[config.mk]
export PLATFORM = sky130hd
export DESIGN_NAME = pdio_port
export DESIGN_NICKNAME = d
export VERILOG_FILES = /design/src/verilog/pdio_pkg.sv /design/src/verilog/pdio_pulse.sv /design/src/verilog/pdio_port.sv
export SDC_FILE = /design/constraint.sdc
export NUM_CORES = 1
export LEC_CHECK = 0
export BUFFER_PORTS_ARGS = -buffer_cell sky130_fd_sc_hd__buf_2
export CAP_MARGIN = 25
export CORE_UTILIZATION = 50
export CTS_CLUSTER_SIZE = 8
export DETAILED_ROUTE_END_ITERATION = 12
export PLACE_DENSITY = 0.77
export SYNTH_ARGS = -nofsm -noshare
export SYNTH_HDL_FRONTEND = slang
export SYNTH_HIERARCHICAL = 1
export SYNTH_SLANG_ARGS = --single-unit
[constraint.sdc]
create_clock -name aclk -period 2.4 [get_ports aclk]
set_input_delay 0.48 -clock aclk [delete_from_list [all_inputs] [get_ports aclk]]
set_output_delay 0.48 -clock aclk [all_outputs]
set_load 0.05 [all_outputs]
[src/verilog/pdio_pkg.sv]
/*
 * pdio_pkg: constants and carrier types for the parallel i/o port.
 * assumes a 250 MHz aclk and a 32-bit axi4-lite register bus.
 */
package pdio_pkg;
    // register byte offsets
    localparam logic [3:0] STATUS_OFFSET = 4'h0;
    localparam logic [3:0] INPUT_OFFSET = 4'h4;
    localparam logic [3:0] OUTPUT_OFFSET = 4'h8;
    localparam logic [3:0] CONFIG_OFFSET = 4'hc;
    // status field positions
    localparam int RELAY1_BIT = 0;
    localparam int MAINT1_BIT = 5;
    localparam int IN_ENABLE_BIT = 6;
    localparam int IN_FLAG_BIT = 7;
    localparam int RELAY2_BIT = 8;
    localparam int MAINT2_BIT = 13;
    localparam int OUT_ENABLE_BIT = 14;
    localparam int OUT_FLAG_BIT = 15;
    // bits that software may write in status
    localparam logic [15:0] STATUS_WRITE_MASK = 16'h6161;
    localparam logic [15:0] STATUS_RESET = 16'h0000;
    localparam logic [15:0] DATA_RESET = 16'h0000;
    // pulse timing
    localparam int CLOCK_MHZ = 250;
    localparam int PULSE_NS = 1000;
    localparam int PULSE_CYCLES = (PULSE_NS * CLOCK_MHZ) / 1000;
    localparam int PULSE_COUNT_WIDTH = 9;
    // axi responses
    localparam logic [1:0] RESP_OKAY = 2'h0;
    localparam logic [1:0] RESP_SLVERR = 2'h2;

    // static strap configuration of the input path
    typedef struct packed {
        logic [15:0] stimulus_bits; // 1: bit may raise input interrupt
        logic [1:0] true_low; // bits 15,14: 1 when ground is true level
    } pdio_strap_t;

    // signals from the external device
    typedef struct packed {
        logic [15:0] data;
        logic data_valid_strobe;
        logic data_taken_strobe;
    } pdio_ext_in_t;
endpackage

[src/verilog/pdio_pulse.sv]
/*
 * pdio_pulse: fixed-width pulse stretcher for handshake lines.
 * assumes a one-cycle trigger synchronous to aclk.
 */
`timescale 1ns/10ps
`default_nettype none
module pdio_pulse
(
    // clock and reset
    input wire logic aclk,
    input wire logic aresetn,
    // trigger and stretched pulse
    input wire logic trigger,
    output logic pulse
);
    localparam int COUNT_W = pdio_pkg::PULSE_COUNT_WIDTH;
    logic [COUNT_W-1:0] count;

    // retrigger restarts the full width
    always_ff @(posedge aclk)
    begin
        if (!aresetn)
            count <= '0;
        else if (trigger)
            count <= COUNT_W'(pdio_pkg::PULSE_CYCLES);
        else if (count != '0)
            count <= count - 1'b1;
    end

    assign pulse = (count != '0);
endmodule
`default_nettype wire

[src/verilog/pdio_port.sv]
/*
 * pdio_port: 16-bit parallel input/output port with status,
 * input and output registers behind an axi4-lite slave.
 * assumes external inputs synchronous to aclk and static strap inputs.
 */
`timescale 1ns/10ps
`default_nettype none
module pdio_port
(
    // clock and reset
    input wire logic aclk,
    input wire logic aresetn,
    // axi4-lite write address and data
    input wire logic [3:0] s_axi_awaddr,
    input wire logic s_axi_awvalid,
    output logic s_axi_awready,
    input wire logic [31:0] s_axi_wdata,
    input wire logic [3:0] s_axi_wstrb,
    input wire logic s_axi_wvalid,
    output logic s_axi_wready,
    // axi4-lite write response
    output logic [1:0] s_axi_bresp,
    output logic s_axi_bvalid,
    input wire logic s_axi_bready,
    // axi4-lite read
    input wire logic [3:0] s_axi_araddr,
    input wire logic s_axi_arvalid,
    output logic s_axi_arready,
    output logic [31:0] s_axi_rdata,
    output logic [1:0] s_axi_rresp,
    output logic s_axi_rvalid,
    input wire logic s_axi_rready,
    // static configuration
    input wire pdio_pkg::pdio_strap_t strap,
    // external device side
    input wire pdio_pkg::pdio_ext_in_t ext_in,
    output logic [15:0] ext_data_out,
    output logic out_data_valid_pulse,
    output logic data_taken_pulse,
    output logic relay1,
    output logic relay2,
    // interrupt requests and acknowledges
    output logic input_irq,
    output logic output_irq,
    input wire logic input_irq_ack,
    input wire logic output_irq_ack,
    // bus control handshakes
    output logic slave_response_enable,
    output logic input_read_strobe
);
    logic [15:0] status;
    logic [15:0] in_reg;
    logic [15:0] out_reg;
    logic [15:0] prev_level;
    logic [15:0] level;
    logic [15:0] falls;
    logic have_aw;
    logic have_w;
    logic [3:0] aw_addr;
    logic [31:0] w_data;
    logic [3:0] w_strb;
    logic do_write;
    logic do_read;
    logic status_load_hi;
    logic status_load_lo;
    logic input_clear_hi;
    logic input_clear_lo;
    logic output_load_hi;
    logic output_load_lo;
    logic [15:0] clear_mask;
    logic stim_event;
    logic in_flag_set;
    logic out_flag_set;
    logic [15:0] next_status;
    logic [31:0] next_rdata;
    logic read_hit;
    logic write_hit;

    // software-writable bits of status; flags 7 and 15 stay hardware-only
    localparam logic [15:0] STATUS_WRITE_MASK_L = pdio_pkg::STATUS_WRITE_MASK;

    // true level of each line: bits 15,14 may be ground-true, rest high-true
    always_comb
    begin
        level = ext_in.data;
        level[15] = ext_in.data[15] ^ strap.true_low[1];
        level[14] = ext_in.data[14] ^ strap.true_low[0];
    end

    // one-cycle falling edge of the true level sets the latch
    assign falls = prev_level & ~level;

    // previous true level; reset low so that a line idling false at release
    // shows no false edge, a fall needs a seen-true cycle first
    always_ff @(posedge aclk)
    begin
        if (!aresetn)
            prev_level <= pdio_pkg::DATA_RESET;
        else
            prev_level <= level;
    end

    // axi write channels are accepted independently, then committed together
    assign s_axi_awready = !have_aw && !s_axi_bvalid;
    assign s_axi_wready = !have_w && !s_axi_bvalid;
    assign do_write = have_aw && have_w && !s_axi_bvalid;

    // write address holding register
    always_ff @(posedge aclk)
    begin
        if (!aresetn)
        begin
            have_aw <= 1'b0;
            aw_addr <= 4'h0;
        end
        else if (s_axi_awvalid && s_axi_awready)
        begin
            have_aw <= 1'b1;
            aw_addr <= s_axi_awaddr;
        end
        else if (do_write)
            have_aw <= 1'b0;
    end

    // write data and strobe holding register
    always_ff @(posedge aclk)
    begin
        if (!aresetn)
        begin
            have_w <= 1'b0;
            w_data <= 32'h0000_0000;
            w_strb <= 4'h0;
        end
        else if (s_axi_wvalid && s_axi_wready)
        begin
            have_w <= 1'b1;
            w_data <= s_axi_wdata;
            w_strb <= s_axi_wstrb;
        end
        else if (do_write)
            have_w <= 1'b0;
    end

    // write decode into byte load strobes
    always_comb
    begin
        status_load_hi = do_write && aw_addr == pdio_pkg::STATUS_OFFSET && w_strb[1];
        status_load_lo = do_write && aw_addr == pdio_pkg::STATUS_OFFSET && w_strb[0];
        input_clear_hi = do_write && aw_addr == pdio_pkg::INPUT_OFFSET && w_strb[1];
        input_clear_lo = do_write && aw_addr == pdio_pkg::INPUT_OFFSET && w_strb[0];
        output_load_hi = do_write && aw_addr == pdio_pkg::OUTPUT_OFFSET && w_strb[1];
        output_load_lo = do_write && aw_addr == pdio_pkg::OUTPUT_OFFSET && w_strb[0];
        write_hit = aw_addr == pdio_pkg::STATUS_OFFSET || aw_addr == pdio_pkg::INPUT_OFFSET
            || aw_addr == pdio_pkg::OUTPUT_OFFSET || aw_addr == pdio_pkg::CONFIG_OFFSET;
    end

    // write response; unmapped addresses answer slverr
    always_ff @(posedge aclk)
    begin
        if (!aresetn)
        begin
            s_axi_bvalid <= 1'b0;
            s_axi_bresp <= pdio_pkg::RESP_OKAY;
        end
        else if (do_write)
        begin
            s_axi_bvalid <= 1'b1;
            s_axi_bresp <= write_hit ? pdio_pkg::RESP_OKAY : pdio_pkg::RESP_SLVERR;
        end
        else if (s_axi_bready)
            s_axi_bvalid <= 1'b0;
    end

    // input register: edges set, written ones clear, set wins over clear
    always_comb
    begin
        clear_mask = {input_clear_hi ? w_data[15:8] : 8'h00,
            input_clear_lo ? w_data[7:0] : 8'h00};
    end

    // a bit falling in the cycle of its clear stays set
    always_ff @(posedge aclk)
    begin
        if (!aresetn)
            in_reg <= pdio_pkg::DATA_RESET;
        else
            in_reg <= (in_reg & ~clear_mask) | falls;
    end

    // output register loaded bytewise and shown to the device
    always_ff @(posedge aclk)
    begin
        if (!aresetn)
            out_reg <= pdio_pkg::DATA_RESET;
        else
        begin
            if (output_load_hi)
                out_reg[15:8] <= w_data[15:8];
            if (output_load_lo)
                out_reg[7:0] <= w_data[7:0];
        end
    end

    // the device sees the register directly, no extra buffer stage
    assign ext_data_out = out_reg;

    // input flag sources: falls on stimulus lines and the external strobe; the maintenance bit sets no flag
    assign stim_event = |(falls & strap.stimulus_bits);
    assign in_flag_set = stim_event || ext_in.data_valid_strobe;
    assign out_flag_set = ext_in.data_taken_strobe;

    // status register update; hardware sets win over software writes
    always_comb
    begin
        next_status = status;
        if (status_load_hi)
            next_status[15:8] = (status[15:8] & ~STATUS_WRITE_MASK_L[15:8])
                | (w_data[15:8] & STATUS_WRITE_MASK_L[15:8]);
        if (status_load_lo)
            next_status[7:0] = (status[7:0] & ~STATUS_WRITE_MASK_L[7:0])
                | (w_data[7:0] & STATUS_WRITE_MASK_L[7:0]);
        if (in_flag_set)
            next_status[pdio_pkg::IN_FLAG_BIT] = 1'b1;
        if (out_flag_set)
            next_status[pdio_pkg::OUT_FLAG_BIT] = 1'b1;
        if (input_irq_ack)
            next_status[pdio_pkg::IN_ENABLE_BIT] = 1'b0;
    end

    // status register, cleared only by reset in its flag bits
    always_ff @(posedge aclk)
    begin
        if (!aresetn)
            status <= pdio_pkg::STATUS_RESET;
        else
            status <= next_status;
    end

    // relay drivers follow their status bits
    assign relay1 = status[pdio_pkg::RELAY1_BIT];
    assign relay2 = status[pdio_pkg::RELAY2_BIT];

    // interrupt requests: flag set or maintenance force, gated by enable; ack clears unless a set comes in the same cycle
    always_ff @(posedge aclk)
    begin
        if (!aresetn)
            input_irq <= 1'b0;
        else if ((in_flag_set || status[pdio_pkg::MAINT1_BIT])
            && status[pdio_pkg::IN_ENABLE_BIT])
            input_irq <= 1'b1;
        else if (input_irq_ack)
            input_irq <= 1'b0;
    end

    // output request: same scheme as input, but ack leaves the enable alone
    always_ff @(posedge aclk)
    begin
        if (!aresetn)
            output_irq <= 1'b0;
        else if ((out_flag_set || status[pdio_pkg::MAINT2_BIT])
            && status[pdio_pkg::OUT_ENABLE_BIT])
            output_irq <= 1'b1;
        else if (output_irq_ack)
            output_irq <= 1'b0;
    end

    // read path: one read at a time, data registered
    assign s_axi_arready = !s_axi_rvalid;
    assign do_read = s_axi_arvalid && s_axi_arready;

    always_comb
    begin
        next_rdata = 32'h0000_0000;
        read_hit = 1'b1;
        case (s_axi_araddr)
            pdio_pkg::STATUS_OFFSET: next_rdata[15:0] = status;
            pdio_pkg::INPUT_OFFSET: next_rdata[15:0] = in_reg;
            pdio_pkg::OUTPUT_OFFSET: next_rdata[15:0] = out_reg;
            pdio_pkg::CONFIG_OFFSET: next_rdata[17:0] = strap;
            default: read_hit = 1'b0;
        endcase
    end

    // read answer registered; rvalid holds until rready is seen
    always_ff @(posedge aclk)
    begin
        if (!aresetn)
        begin
            s_axi_rvalid <= 1'b0;
            s_axi_rdata <= 32'h0000_0000;
            s_axi_rresp <= pdio_pkg::RESP_OKAY;
        end
        else if (do_read)
        begin
            s_axi_rvalid <= 1'b1;
            s_axi_rdata <= next_rdata;
            s_axi_rresp <= read_hit ? pdio_pkg::RESP_OKAY : pdio_pkg::RESP_SLVERR;
        end
        else if (s_axi_rready)
            s_axi_rvalid <= 1'b0;
    end

    // bus control handshakes, one cycle each
    assign input_read_strobe = do_read && s_axi_araddr == pdio_pkg::INPUT_OFFSET;
    assign slave_response_enable = (do_read && read_hit) || (do_write && write_hit);

    // one-microsecond pulses to the external device
    pdio_pulse u_taken_pulse
    (
        .aclk(aclk),
        .aresetn(aresetn),
        .trigger(input_read_strobe),
        .pulse(data_taken_pulse)
    );

    pdio_pulse u_valid_pulse
    (
        .aclk(aclk),
        .aresetn(aresetn),
        .trigger(output_load_hi || output_load_lo),
        .pulse(out_data_valid_pulse)
    );
endmodule
`default_nettype wire

==> flow_metrics.env <==
export IMPL_grt_pass1_wl_mm=22.56
export IMPL_synth_warnings=6
export IMPL_drt_vias_per_instance=5.563
export IMPL_area_growth_pct=24.18
export IMPL_post_cts_buffers=0
export IMPL_top_register="s_axi_rdata"
export IMPL_largest_reg_flops=18
export IMPL_worst_slew_pin_slew_ns=0.6934
export IMPL_cts_buffer_depth=2
export IMPL_num_antenna_cells=0
export IMPL_slew_headroom_pct=53.66
export IMPL_drc=0
export IMPL_root_buffer="clkbuf_8"
export IMPL_hold_violations=0
export IMPL_nets=803
export IMPL_cts_tree="built"
export IMPL_die_area_um2=11160
export IMPL_drive_gt1_share_pct=26.48
export IMPL_routedWlPerCell_um=16.41
export IMPL_cp_start_kind="flip-flop"
export IMPL_fmax_mhz=437.6
export IMPL_initial_core_util_pct=51.79
export IMPL_ant_nets=0
export IMPL_die_h_um=105.6
export IMPL_via_count=4790
export IMPL_setup_viol=0
export IMPL_async_reset_ff_share_pct=0
export IMPL_min_period_over_period_pct=95.22
export IMPL_dp_hpwl_mm=10.29
export IMPL_dp_cells=829
export IMPL_clock_skew_final_ns=0.009085
export IMPL_synth_ff_type="dfxtp_1"
export IMPL_core_um2=10370
export IMPL_seq_area_um2=2442
export IMPL_finalSetupTns_ns=0
export IMPL_ys_seq_elements=122
export IMPL_grt_max_degree=46
export IMPL_portBuffers=119
export IMPL_min_period_ns=2.285
export IMPL_multi_input_area_um2=2711
export IMPL_syn_inst=592
export IMPL_hp_class="in2reg"
export IMPL_setup_ws_ns=0.1147
export IMPL_syn_area_um2=5370
export IMPL_syn_avg_cell_area_um2=9.071
export IMPL_routed_wl_mm=14.13
export IMPL_path_class="reg2out"
export IMPL_rsz0062_at_grt="false"
export IMPL_path_cells="nor4_2 -> nand2_1 -> buf_4"
export IMPL_power_density_nw_per_um2=962.6
export IMPL_fin_cells=861
export IMPL_cp_required_ns=1.92
export IMPL_cts_buffers=17
export IMPL_slowest_stage="nor4_2"
export IMPL_slew_violations=0
export IMPL_num_rows=37
export IMPL_post_dp_cell_area_um2=6071
export IMPL_whs_path_depth=2
export IMPL_drtPass1Iterations=5
export IMPL_post_place_ws_ns=0.2850
export IMPL_fillers=865
export IMPL_die_w_um=105.6
export IMPL_p_total_mw=6.420
export IMPL_critical_path_buf_inv_count=1
export IMPL_cp_depth=3
export IMPL_clkSinkCount=122
export IMPL_synth_edff_count=0
export IMPL_clock_latency_ns=0.51
export IMPL_crit_arrival_ns=1.81
export IMPL_r2r_cells=5
export IMPL_crit_fanout=8
export IMPL_clk_pin_slew_ns=0.06
export IMPL_ys_seq_area_share_pct=45.48
export IMPL_io_pins=154
export IMPL_slowest_delay_ns=0.55
export IMPL_gp_congestion=0.8074
export IMPL_cap_violations=0
export IMPL_grt_usage_pct=26.13
export IMPL_power_leakage_nw=2.735
export IMPL_ys_types=57
export IMPL_grt_overflow=0
export IMPL_status="finished, final reports clean"
export IMPL_h_tree_depth=4
export IMPL_grt_pass1_vias=4600
export IMPL_final_area_um2=6669
export IMPL_ir_drop_uv=818.9
export IMPL_cpLargestDelayFamily="simple AND/OR/NAND/NOR gates"
export IMPL_end_kind="output pin"
export IMPL_grt_antenna_before_repair=0
export IMPL_drt_iter0_markers=299
==> what timing repair did <==
action,CTS,global route
hold buffers,0,0
setup endpoints to repair,0,2
resized for setup,0,4
==> worst register-to-register path, stage by stage, from the launching register on <==
cell and delay [ns]:
dfxtp_1 0.36, nand3b_4 0.22, or2_4 0.34, nor4_4 0.42, a21boi_0 0.21, o21a_1 0.21
==> kinds of logic after synthesis <==
logic type	Yosys count	synth area share [%]
flops	122	45.48
xor+xnor	2	0.3262
buf+inv	58	5.662
simple gates	232	24.74
mux	9	1.678
compound gates	166	21.58
fa+ha+maj	2	0.4659
other cells	1	0.06983
==> path summary, 6_finish.rpt <==
path	start	end	slack, ns
setup / recovery	u_valid_pulse/count[5]	out_data_valid_pulse	0.11
hold / removal	input_irq_ack	status[6]	0.16
setup reg to reg	s_axi_bvalid	in_reg[1]	0.53
hold reg to reg	s_axi_rdata[1]	s_axi_rdata[1]	0.46
==> power by group <==
part	switching, mW	total, mW	internal [mW]
logic	0.864	1.51	0.642
clock network	0.938	2.47	1.54
registers	0.229	2.44	2.21
==> area by class of cell <==
cell class / count / share of cell area [%]
Clock buffer: 19 / 6.623
Clock inverter: 13 / 2.139
Multi-Input combinational cell: 427 / 40.66
Sequential cell: 122 / 36.62
Inverter: 10 / 0.5629
Tap cell: 136 / 2.552
Timing Repair Buffer: 134 / 10.84
==> synth_stat cells (11+ instances only) <==
cell,number,share of area [%]
clkbuf_1,17,1.2
o21ai_1,20,1.9
nor2_1,12,0.84
nand3_1,22,2.1
dfxtp_1,122,45
nor2b_1,40,4.7
o21a_1,13,1.8
nand2_1,88,6.2
nand2b_1,11,1.3
a21oi_1,25,2.3
o21ai_0,21,2.0
buf_4,17,2.4
a21boi_0,33,4.6
and2_1,17,2.0
a22o_1,17,2.8
==> layout by cell type, fill, tap and decap left out, drive strengths merged, types with 5 or more instances in the layout <==
cell      instances
and2             17
clkbuf           19
a22o             17
dfxtp           122
o21a             13
mux2i             9
a22oi             5
nand2b           11
o21ai            41
nand3            24
a21boi           35
nor2b            40
o31a              8
a221oi            9
nor4             10
nand2            88
nor3              6
clkinvlp          5
nor2             12
buf             134
inv              13
conb             16
a21oi            25
==> metrics by stage <==
stage | hold slack [ns] | utilization [%]
floorplan | 0.4389 | -
global placement | 0.4360 | 58.54
detailed placement | 0.4475 | 58.54
CTS | 0.1425 | 64.18
global route | 0.1525 | 64.31
finish | 0.1621 | 64.31
==> metal layers <==
metal	track usage, %	vias up	wire (um)	part of all wire [%]
met1	32.02	2284	6090	43
li1	-	2300	-	-
met4	11.61	0	400	2.8
met2	44.22	172	6850	48
met5	0	-	0	0
met3	5.442	34	789	5.6
Power figures use the tool's default switching activity.
